File: config.mk
export PLATFORM = sky130hd
export DESIGN_NAME = dmb_core
export DESIGN_NICKNAME = d
export VERILOG_FILES = /design/src/hdl/dmb_file_mem.v /design/src/hdl/dmb_core.v
export VERILOG_INCLUDE_DIRS = /design/src /design/src/hdl
export SDC_FILE = /design/constraint.sdc
export NUM_CORES = 2
export LEC_CHECK = 0
export ABC_AREA = 1
export BUFFER_PORTS_ARGS = -buffer_cell sky130_fd_sc_hd__clkbuf_2
export CORE_MARGIN = 8
export CORE_UTILIZATION = 45
export DETAILED_ROUTE_END_ITERATION = 16
export PLACE_DENSITY = 0.62
export SYNTH_ARGS = -nofsm -noshare
export SYNTH_HDL_FRONTEND = slang
export SYNTH_SLANG_ARGS = --single-unit
File: constraint.sdc
create_clock -name mclk -period 5.15 [get_ports mclk]
set_input_delay 0.515 -clock mclk [delete_from_list [all_inputs] [get_ports mclk]]
set_output_delay 0.515 -clock mclk [all_outputs]
set_load 0.02 [all_outputs]
File: src/hdl/dmb_defs.vh
// Constants for the data-move and bank-select execution block
// Overview of operation
// - Move copies 8-bit source into 5-bit destination
// - Working register or indirect allowed on both operands
// - Bank load writes literal into low nibble
// - Bank load opcode fixed upper byte, nibble ignored
// - Reduced variant: upper bank nibble reads zero
`ifndef DMB_DEFS_VH
`define DMB_DEFS_VH
// Opcode patterns
`define DMB_MOVE_OP3 3'h3
`define DMB_BANK_OP8 8'hb8
// Instruction field positions
`define DMB_OP3_MSB 15
`define DMB_OP3_LSB 13
`define DMB_OP8_MSB 15
`define DMB_OP8_LSB 8
`define DMB_DST_MSB 12
`define DMB_DST_LSB 8
`define DMB_SRC_MSB 7
`define DMB_SRC_LSB 0
`define DMB_LIT_MSB 3
`define DMB_LIT_LSB 0
// Special file addresses
`define DMB_ADDR_INDF0 8'h00
`define DMB_ADDR_INDF1 8'h08
`define DMB_ADDR_FSR0 8'h01
`define DMB_ADDR_FSR1 8'h09
`define DMB_ADDR_WORK 8'h0a
`define DMB_ADDR_BANK 8'h0f
// Reset values
`define DMB_BANK_RST 8'h00
`define DMB_WORK_RST 8'h00
`define DMB_PTR_RST 8'h00
// Quarter-cycle phases
`define DMB_Q1 2'h0
`define DMB_Q2 2'h1
`define DMB_Q3 2'h2
`define DMB_Q4 2'h3
`endif

File: src/hdl/dmb_file_mem.v
// Small data memory holding the general file locations
`timescale 1ns/1ps
module dmb_file_mem (
	// Clock
	input wire mclk,
	// Read port
	input wire [7:0] rd_addr,
	output reg [7:0] rd_data,
	// Write port
	input wire wr_en,
	input wire [7:0] wr_addr,
	input wire [7:0] wr_data
);
	reg [7:0] mem [0:255];

	// Registered read, write-first not needed: read and write in different phases
	always @(posedge mclk) begin
		if (wr_en) begin
			mem[wr_addr] <= wr_data;
		end
		rd_data <= mem[rd_addr];
	end
endmodule

File: src/hdl/dmb_core.v
// Execution block for the file-to-peripheral move and bank-load instructions
`timescale 1ns/1ps
`include "dmb_defs.vh"
module dmb_core #(
	parameter REDUCED = 1'b0
) (
	// Clock and reset
	input wire mclk,
	input wire rst,
	// Instruction issue from the pipeline
	input wire instr_valid,
	input wire [15:0] instr_word,
	output wire instr_ready,
	// Completion
	output reg done_ff,
	output reg [7:0] working_reg_ff,
	output wire [7:0] bank_select_reg,
	output reg [7:0] fsr0_ff,
	output reg [7:0] fsr1_ff,
	// Status flags are never touched
	output wire status_we
);
	localparam ST_IDLE = `DMB_Q1;
	localparam ST_READ = `DMB_Q2;
	localparam ST_EXEC = `DMB_Q3;
	localparam ST_WRITE = `DMB_Q4;

	reg [1:0] state_ff;
	reg [1:0] nxt_state;
	reg is_move_ff;
	reg [7:0] src_ff;
	reg [7:0] dst_ff;
	reg [3:0] lit_ff;
	reg [7:0] bank_ff;
	reg [7:0] data_ff;
	reg [7:0] src_eff;
	reg [7:0] dst_eff;
	reg [7:0] special_rdata;
	reg [7:0] nxt_data;
	reg [7:0] nxt_working;
	reg [7:0] nxt_bank;
	reg [7:0] nxt_fsr0;
	reg [7:0] nxt_fsr1;
	wire [7:0] mem_rdata;
	wire mem_we;
	wire is_move;
	wire is_bank;

	// Indirect slots resolve through their pointer registers
	function [7:0] dmb_resolve;
		input [7:0] a;
		input [7:0] p0;
		input [7:0] p1;
		begin
			if (a == `DMB_ADDR_INDF0) begin
				dmb_resolve = p0;
			end else if (a == `DMB_ADDR_INDF1) begin
				dmb_resolve = p1;
			end else begin
				dmb_resolve = a;
			end
		end
	endfunction

	// Addresses held in flip-flops rather than in the memory
	function dmb_is_special;
		input [7:0] a;
		begin
			dmb_is_special = (a == `DMB_ADDR_WORK) || (a == `DMB_ADDR_BANK)
				|| (a == `DMB_ADDR_FSR0) || (a == `DMB_ADDR_FSR1);
		end
	endfunction

	// Decode: move has 011 on top, bank load a fixed upper byte
	assign is_move = (instr_word[`DMB_OP3_MSB:`DMB_OP3_LSB] == `DMB_MOVE_OP3);
	assign is_bank = (instr_word[`DMB_OP8_MSB:`DMB_OP8_LSB] == `DMB_BANK_OP8);
	assign instr_ready = (state_ff == ST_IDLE);
	assign status_we = 1'b0;
	// Reduced variant has only the low nibble physically
	assign bank_select_reg = REDUCED ? {4'h0, bank_ff[3:0]} : bank_ff;

	// Phase sequencer, one instruction cycle of four quarters
	always @* begin
		case (state_ff)
			ST_IDLE: begin
				nxt_state = (instr_valid && (is_move || is_bank)) ? ST_READ : ST_IDLE;
			end
			ST_READ: begin
				nxt_state = ST_EXEC;
			end
			ST_EXEC: begin
				nxt_state = ST_WRITE;
			end
			ST_WRITE: begin
				nxt_state = ST_IDLE;
			end
			default: begin
				nxt_state = ST_IDLE;
			end
		endcase
	end

	// Effective addresses, both operands may be indirect
	always @* begin
		src_eff = dmb_resolve(src_ff, fsr0_ff, fsr1_ff);
		dst_eff = dmb_resolve(dst_ff, fsr0_ff, fsr1_ff);
	end

	// Memory write only for ordinary destinations in the write quarter
	assign mem_we = (state_ff == ST_WRITE) && is_move_ff && !dmb_is_special(dst_eff);

	dmb_file_mem u_mem (
		.mclk(mclk),
		.rd_addr(src_eff),
		.rd_data(mem_rdata),
		.wr_en(mem_we),
		.wr_addr(dst_eff),
		.wr_data(data_ff)
	);

	// Special registers bypass the memory on the read side
	always @* begin
		case (src_eff)
			`DMB_ADDR_WORK: special_rdata = working_reg_ff;
			`DMB_ADDR_BANK: special_rdata = bank_select_reg;
			`DMB_ADDR_FSR0: special_rdata = fsr0_ff;
			`DMB_ADDR_FSR1: special_rdata = fsr1_ff;
			default: special_rdata = 8'h00;
		endcase
	end

	// Source captured at the end of the execute quarter, memory data is one clock late
	always @* begin
		if (state_ff == ST_EXEC) begin
			nxt_data = dmb_is_special(src_eff) ? special_rdata : mem_rdata;
		end else begin
			nxt_data = data_ff;
		end
	end

	// Write quarter decode; every target keeps its value unless addressed
	always @* begin
		nxt_working = working_reg_ff;
		nxt_bank = bank_ff;
		nxt_fsr0 = fsr0_ff;
		nxt_fsr1 = fsr1_ff;
		if (state_ff == ST_WRITE) begin
			if (is_move_ff) begin
				case (dst_eff)
					`DMB_ADDR_WORK: nxt_working = data_ff;
					`DMB_ADDR_BANK: nxt_bank = data_ff;
					`DMB_ADDR_FSR0: nxt_fsr0 = data_ff;
					`DMB_ADDR_FSR1: nxt_fsr1 = data_ff;
					default: nxt_working = working_reg_ff;
				endcase
			end else begin
				nxt_bank = {bank_ff[7:4], lit_ff};
			end
		end
	end

	// Sequencer and the one-clock completion pulse
	always @(posedge mclk) begin
		if (rst) begin
			state_ff <= ST_IDLE;
			done_ff <= 1'b0;
		end else begin
			state_ff <= nxt_state;
			done_ff <= (state_ff == ST_WRITE);
		end
	end

	// Operands latched only on a taken word, so ignored opcodes leave no trace
	always @(posedge mclk) begin
		if (rst) begin
			is_move_ff <= 1'b0;
			src_ff <= 8'h00;
			dst_ff <= 8'h00;
			lit_ff <= 4'h0;
		end else if (instr_ready && instr_valid && (is_move || is_bank)) begin
			is_move_ff <= is_move;
			src_ff <= instr_word[`DMB_SRC_MSB:`DMB_SRC_LSB];
			dst_ff <= {3'h0, instr_word[`DMB_DST_MSB:`DMB_DST_LSB]};
			lit_ff <= instr_word[`DMB_LIT_MSB:`DMB_LIT_LSB];
		end
	end

	// Byte in flight between read and write quarters
	always @(posedge mclk) begin
		if (rst) begin
			data_ff <= 8'h00;
		end else begin
			data_ff <= nxt_data;
		end
	end

	// Working register
	always @(posedge mclk) begin
		if (rst) begin
			working_reg_ff <= `DMB_WORK_RST;
		end else begin
			working_reg_ff <= nxt_working;
		end
	end

	// Bank register; the reduced variant keeps no storage above the low nibble
	always @(posedge mclk) begin
		if (rst) begin
			bank_ff <= `DMB_BANK_RST;
		end else begin
			bank_ff <= REDUCED ? {4'h0, nxt_bank[3:0]} : nxt_bank;
		end
	end

	// First indirect pointer
	always @(posedge mclk) begin
		if (rst) begin
			fsr0_ff <= `DMB_PTR_RST;
		end else begin
			fsr0_ff <= nxt_fsr0;
		end
	end

	// Second indirect pointer
	always @(posedge mclk) begin
		if (rst) begin
			fsr1_ff <= `DMB_PTR_RST;
		end else begin
			fsr1_ff <= nxt_fsr1;
		end
	end
endmodule

# Yosys cells after proc, flatten, opt, wreduce, memory -nomap -nowiden
# Memory sizes are Yosys's and may differ from the RTL's. A register that Yosys moved wholly into a read port is not among the register bits.
# Cells that the tools add are included.
# W data, S select, Z words.
classes:
  n_eq_ne: 16
  n_reduce_logical: 21
  mux: 12
op_table:
  columns: ["op", "n"]
  rows:
  - ["$eq A8 B4 Y1 const B", 7]
  - ["$mux W8", 5]
  - ["$pmux W8 S4", 1]
  - ["$eq A8 B1 Y1 const B", 2]
  - ["$logic_not A8 Y1", 2]
  - ["$reduce_and A3 Y1", 4]
  - ["$eq A8 B8 Y1 const B", 1]
  - ["$mux W4", 2]
  - ["$pmux W2 S4", 1]
  - ["$logic_or A1 B1 Y1", 7]
  - ["$eq A5 B4 Y1 const B", 1]
  - ["$logic_and A1 B1 Y1", 5]
  - ["$eq A2 B2 Y1 const B", 2]
  - ["$eq A3 B2 Y1 const B", 1]
  - ["$mux W1", 3]
  - ["$eq A2 B1 Y1 const B", 1]
  - ["$logic_not A2 Y1", 1]
  - ["$ne A2 B1 Y1 const B", 1]
  - ["$reduce_and A2 Y1", 1]
  - ["$logic_not A1 Y1", 1]
word_totals:
  out_inout_bits: 35
  memories: 1
  inputBits: 19
  ramBits: 2048
  regBits: 61
memory_table:
  columns: ["memory", "depth", "width", "rd", "rd_clocked_by_memory_dff", "wr", "line", "text"]
  rows:
  - ["u_mem.mem", 256, 8, 1, 1, 1, "dmb_file_mem.v:14", "reg [7:0] mem [0:255];"]

# Logic depth before layout (Yosys ltp)
depth:
  depth_word: 11
  depth_mapped: 22

# Hierarchy
# Synthesis repeated with hierarchy kept, for this count alone.
hier_totals:
  cells_unflattened: 7478
  hier_area_um2: 86548.0
by_module_without_submodules:
  columns: ["module", "cells_per_inst", "instances", "seq_area_each_um2", "area_per_inst_um2"]
  rows:
  - ["dmb_file_mem", 7003, 1, 61659.1, 83396.2]
  - ["dmb_core", 475, 1, 1141.1, 3151.8]

# Worst setup path after synthesis
# No wires, ideal clock.
synth_timing:
  path_kind: "register to register"
  startpoint: "register data_ff[4]"
  endpoint: "memory u_mem.mem[0][4], data pin"
  arrival_time_ps: 3448
  setup_slack_ps: 835
  synth_period_minus_slack_ps: 4315
  path_buffers: 0
  t_required_ps: 4284
  path_stages_with_launch: 1
  path_cell_list: "dfxtp_1"
synth_lines:
  columns: ["item", "line", "text"]
  rows:
  - ["start, declared", "dmb_core.v:35", "reg [7:0] data_ff;"]
  - ["start signal, assigned", "dmb_core.v:193", "data_ff <= nxt_data;"]
  - ["end, declared", "dmb_file_mem.v:14", null]
# Straight into the memory's write port.

# Worst setup path after layout
layout_timing:
  startpoint: "register dst_ff[0] (netlist: dmb_resolve.a[0])"
  endpoint: "memory u_mem.mem[39][5], enable pin"
layout_via:
  elab_chain_len: 11
  word_cells_on_any_way: 15
layout_lines:
  columns: ["item", "line", "text"]
  rows:
  - ["start, declared", "dmb_core.v:32", "reg [7:0] dst_ff;"]
  - ["start signal, assigned", "dmb_core.v:183", "dst_ff <= {3'h0, instr_word[`DMB_DST_MSB:`DMB_DST_LSB]};"]
  - ["$eq A5 B4 Y1 (no source line)", null, null]
  - ["$mux W8", "dmb_core.v:57", "end else if (a == `DMB_ADDR_INDF1) begin"]
  - ["$mux W8 (*)", "dmb_core.v:55", "if (a == `DMB_ADDR_INDF0) begin"]
  - ["$eq A8 B4 Y1", null, null]
  - ["$logic_or A1 B1 Y1 (3 in series)", "dmb_core.v:69", "dmb_is_special = (a == `DMB_ADDR_WORK) || (a == `DMB_ADDR_BANK)"]
  - ["$logic_not A1 Y1", "dmb_core.v:110", "assign mem_we = (state_ff == ST_WRITE) && is_move_ff && !dmb_is_special(dst_eff);"]
  - ["$logic_and A1 B1 Y1", "dmb_core.v:110", null]
  - ["$mux W1", "dmb_file_mem.v:18", "if (wr_en) begin"]
  - ["$mux W1 (implied by the code)", "dmb_file_mem.v:19", "mem[wr_addr] <= wr_data;"]
# Mark *: on every way between the ends. The rest lies on a longest branch, timed or not.

==> out/metrics.sh <==
ANTENNA_FOUND_INITIAL=11
SHARE_CLK_OF_TOTAL_POWER_PCT=36.6
FRACTION_OF_THE_CYCLE_THE_FINAL_WORST_PATH_NEEDS_PCT=84.30
DRIVE_GT1_SHARE_PCT=6.196
SYN_INST=8522
PLACED_CELLS=10934
FINAL-MAX-SLEW-VIOLATION-COUNT=0
FIRSTDRTPASSITERS=8
CLOCK_TREE.HTREE_LEVEL_COUNT=4
CAP_VIOLATIONS=0
MAX-VDD-IR-DROP_mV=0.3358
DRTANTENNAVIOLNETS=0
GRT_PASS1_WL_UM=386100
WORST_SETUP_HOLD_PATH_CLK_SLEW_PS=60
SYNTH.CELLS.MOST_FREQUENT='3686 x nand2_1, 2048 x edfxtp_1, 659 x inv_1, 483 x nor2_1, 401 x nand3_1'
YOSYSMOSTFREQUENTCELL='nand2_1'
CRITICAL_PATH.ENDPOINT_TYPE='register'
DIE_OUTLINE_AREA_SQ_UM=212400
CTS.SINKS=2113
YOSYSTOPAREACELLSHARE_PCT=69.07
MET2_LENGTH_UM=118400
FINAL-SETUP-VIOL-COUNT=0
LARGEST_REGISTER_FFS=2048
SYNTHESIS_TO_LAYOUT_AREA_GROWTH_PCT=11.90
IO_PORT_BUFS=52
ASYNC_RESET_FF_SHARE_PCT=0
SHARE_COMB_OF_TOTAL_POWER_PCT=16.1
WORSTSKEWPAIRLATENCY_PS=860
HOLD_PATH_END='dmb_resolve.a[1]$_SDFFE_PP0P_'
SYNTH_SEQUENTIAL_AREA_RATIO_PCT=70.53
MIN-DELAY-PATH-CLASS='in -> reg'
HP-START='instr_word[9]'
MET3_WIRELENGTH_UM=25690
WL_PER_CELL_UM=23.04
FLOORPLAN.INITIALDENSITY_PCT=45.20
LARGEST_NET_DEGREE_AT_THE_START_OF_GLOBAL_ROUTING=171
PLACED_AREA_SQ_UM=92650
DIE_H_UM=460.8
FINALWIRELENGTH_UM=261400
SYNTH_ENABLE_FLOP_CELLS=2048
DIE-WIDTH_UM=460.8
REG2REG_LAUNCH_POINT='dmb_resolve.a[0]$_SDFFE_PP0P_'
GR-TOTAL-OVERFLOW=0
FIRST_ITER_VIOLATIONS=7743
FIRST_GLOBAL_VIAS=58553
FF2FF_SETUP_SLACK_PS=810
CTS_BUFFER_DEPTH=3
POWERDENSITY_nW_PER_UM2=419.2
DETAIL_ROUTE.WIRELENGTH.MET1_UM=106400
POST-ROUTE-CELL-AREA_SQ_UM=99640
SETUP_TNS_PS=0
SYNTH_TOP_AREA_CELL='edfxtp_1'
FMAXACHIEVABLE_GHz=0.2303
HPWL_UM=148600
WORST_SLEW_MARGIN_RELATIVE_TO_ITS_LIMIT_PCT=12.53
POST_CTS_BUFFERS=0
MAPPEDNETLISTAREA_SQ_UM=89040
INTPOWER_mW=29.70
PATH_MAX_FANOUT=16
CLOCKROOTBUFFER='clkbuf_16'
POWER_mW=41.77
TRITONCTS='yes'
AVGVIACOUNTPERCELL=5.417
DRC=0
CORE_AREA_SQ_UM=197000
TRACK_USAGE_PCT=24.06
YS_TOP_CELLS_BY_AREA='edfxtp_1 69%, nand2_1 16%, inv_1 2.8%'
UNREPAIRED_SETUP_ENDPOINTS_AFTER_GLOBAL_ROUTING='no'
FINAL_HOLD_VIOL_COUNT=0
YOSYSWARNINGCOUNT=0
HIGHEST-SIGNAL-LAYER='met5'
TIGHTESTPINTRANSITION_PS=1307
SYNTH.AVG_CELL_AREA_SQ_UM=10.45
P_SWITCHING_mW=12.07
FIN_SKEW_PS=42.82
FINAL.MIN_CLOCK_PERIOD_PS=4342
WORST_EP_REQUIRED_TIME_PS=5620
YS_TYPES=32
SEQUENTIALPOWERSHARE_PCT=47.3
FINALNETCOUNT=8542
CTS_MADE_BUFFERS=211
CELLLEAKAGEPOWER_nW=38.84
FF2FF_PATH_DEPTH=16
WORSTPATHARRIVAL_PS=4810
VIAS=61446
FLOORPLAN.IO_PINS=54
FINAL-INSTANCE-COUNT-EXCL-FILL=11344
POWER_SWITCHING_SHARE_PCT=28.90
NUMBER_OF_CELL_ROWS=163
WORST_R2R_ENDPOINT='u_mem.mem[39][5]$_DFFE_PP_'
FINALWEIGHTEDCONGESTION=0.9458
CP-START-KIND='register'
DOMINANTREGCELLSYNTH='edfxtp_1'
MAX_FLOP_REGISTER='u_mem.mem'
STATUS='completed'
YS_FF_LATCH=2113
MIN_PATH_CELLS=3
TIMING_WORST_SETUP_PATH_TYPE='reg -> reg'
## kinds of logic after synthesis
kind of cell | share of synthesized area [%]
and+or+nand+nor | 20.36
DFF | 70.53
buffers and inverters | 4.856
AOI/OAI and AO/OA | 4.192
adders and majority gates | 0.05621
other | 0.004212
## per-layer routing
metal  vias up  global-route usage, %
li1      28160                      -
met1     29754                  33.42
met2      2967                  37.40
met3       561                  4.875
met4         4                  9.496
met5         -                      0
## layout by cell type (no fill, tap or decap), drive strengths merged, types with 138 or more instances in the layout
| cell type | n |
|---|---|
| edfxtp | 2048 |
| o211ai | 179 |
| o21ai | 253 |
| nand2 | 3686 |
| nand3 | 403 |
| nor2 | 486 |
| buf | 138 |
| clkbuf | 308 |
| a21oi | 215 |
| inv | 669 |
## cell type report
class | instances | area, sq um
flip-flops and latches | 2113 | 62830
inverters | 665 | 2516
well taps | 2640 | 3303
fillers | 17484 | 97370
multi-input cells | 5326 | 22130
diodes | 5 | 12.51
repair buffers | 202 | 1992
clock buffers | 256 | 5555
clock inverters | 137 | 1301
## worst max path at each step
stage,startpoint,endpoint,slack [ps]
6_report,dmb_resolve.a[0]$_SDFFE_PP0P_,u_mem.mem[39][5]$_DFFE_PP_,810
2_1_floorplan,data_ff[4]$_SDFFE_PP0P_,u_mem.mem[0][4]$_DFFE_PP_,840
3_5_place_dp,dmb_resolve.a[0]$_SDFFE_PP0P_,u_mem.mem[39][5]$_DFFE_PP_,930
4_1_cts,dmb_resolve.a[0]$_SDFFE_PP0P_,u_mem.mem[39][5]$_DFFE_PP_,910
3_3_place_gp,dmb_resolve.a[0]$_SDFFE_PP0P_,u_mem.mem[39][1]$_DFFE_PP_,1050
5_1_grt,dmb_resolve.a[0]$_SDFFE_PP0P_,u_mem.mem[39][7]$_DFFE_PP_,590
## worst max-delay path, stage by stage (launching register included)
cell     delay, ps
dfxtp_1        310
nor2_1         170
nand3_1        240
inv_1          220
nand2_1         70
nand3_1        160
nor2_1         120
nand2_1        100
buf_4          250
inv_1          160
nand2_1        120
nand3_1        120
nor3_4         130
buf_4          250
nand2_2        440
buf_4          370
nor2_1         720
## what timing repair did
item | in CTS | in global routing
resized for setup | 0 | 0
setup endpoints to repair | 0 | 0
hold buffers | 12 | 0
hold endpoints to repair | 14 | 0
## power by group through the flow
stage / Clock [mW] / Sequential, mW / Combinational, mW
CTS: 15.5 / 19.7 / 6.65
finish: 15.3 / 19.7 / 6.72
global route: 16.1 / 19.7 / 7.20
global placement: 0 / 20.1 / 6.61
detailed placement: 0 / 20.1 / 6.62
floorplan: 0 / 20.4 / 3.39
## metrics by stage
step | utilization (%) | hold WS, ps | setup slack, ps
floorplan | - | 437.9 | 835.1
global placement | 47.03 | 462.4 | 1049
detailed placement | 47.03 | 470.4 | 928.2
CTS | 50.57 | 7.878 | 909.2
global route | 50.57 | 76.66 | 585.0
finish | 50.57 | 66.44 | 808.5
Power figures use the tool's default switching activity.
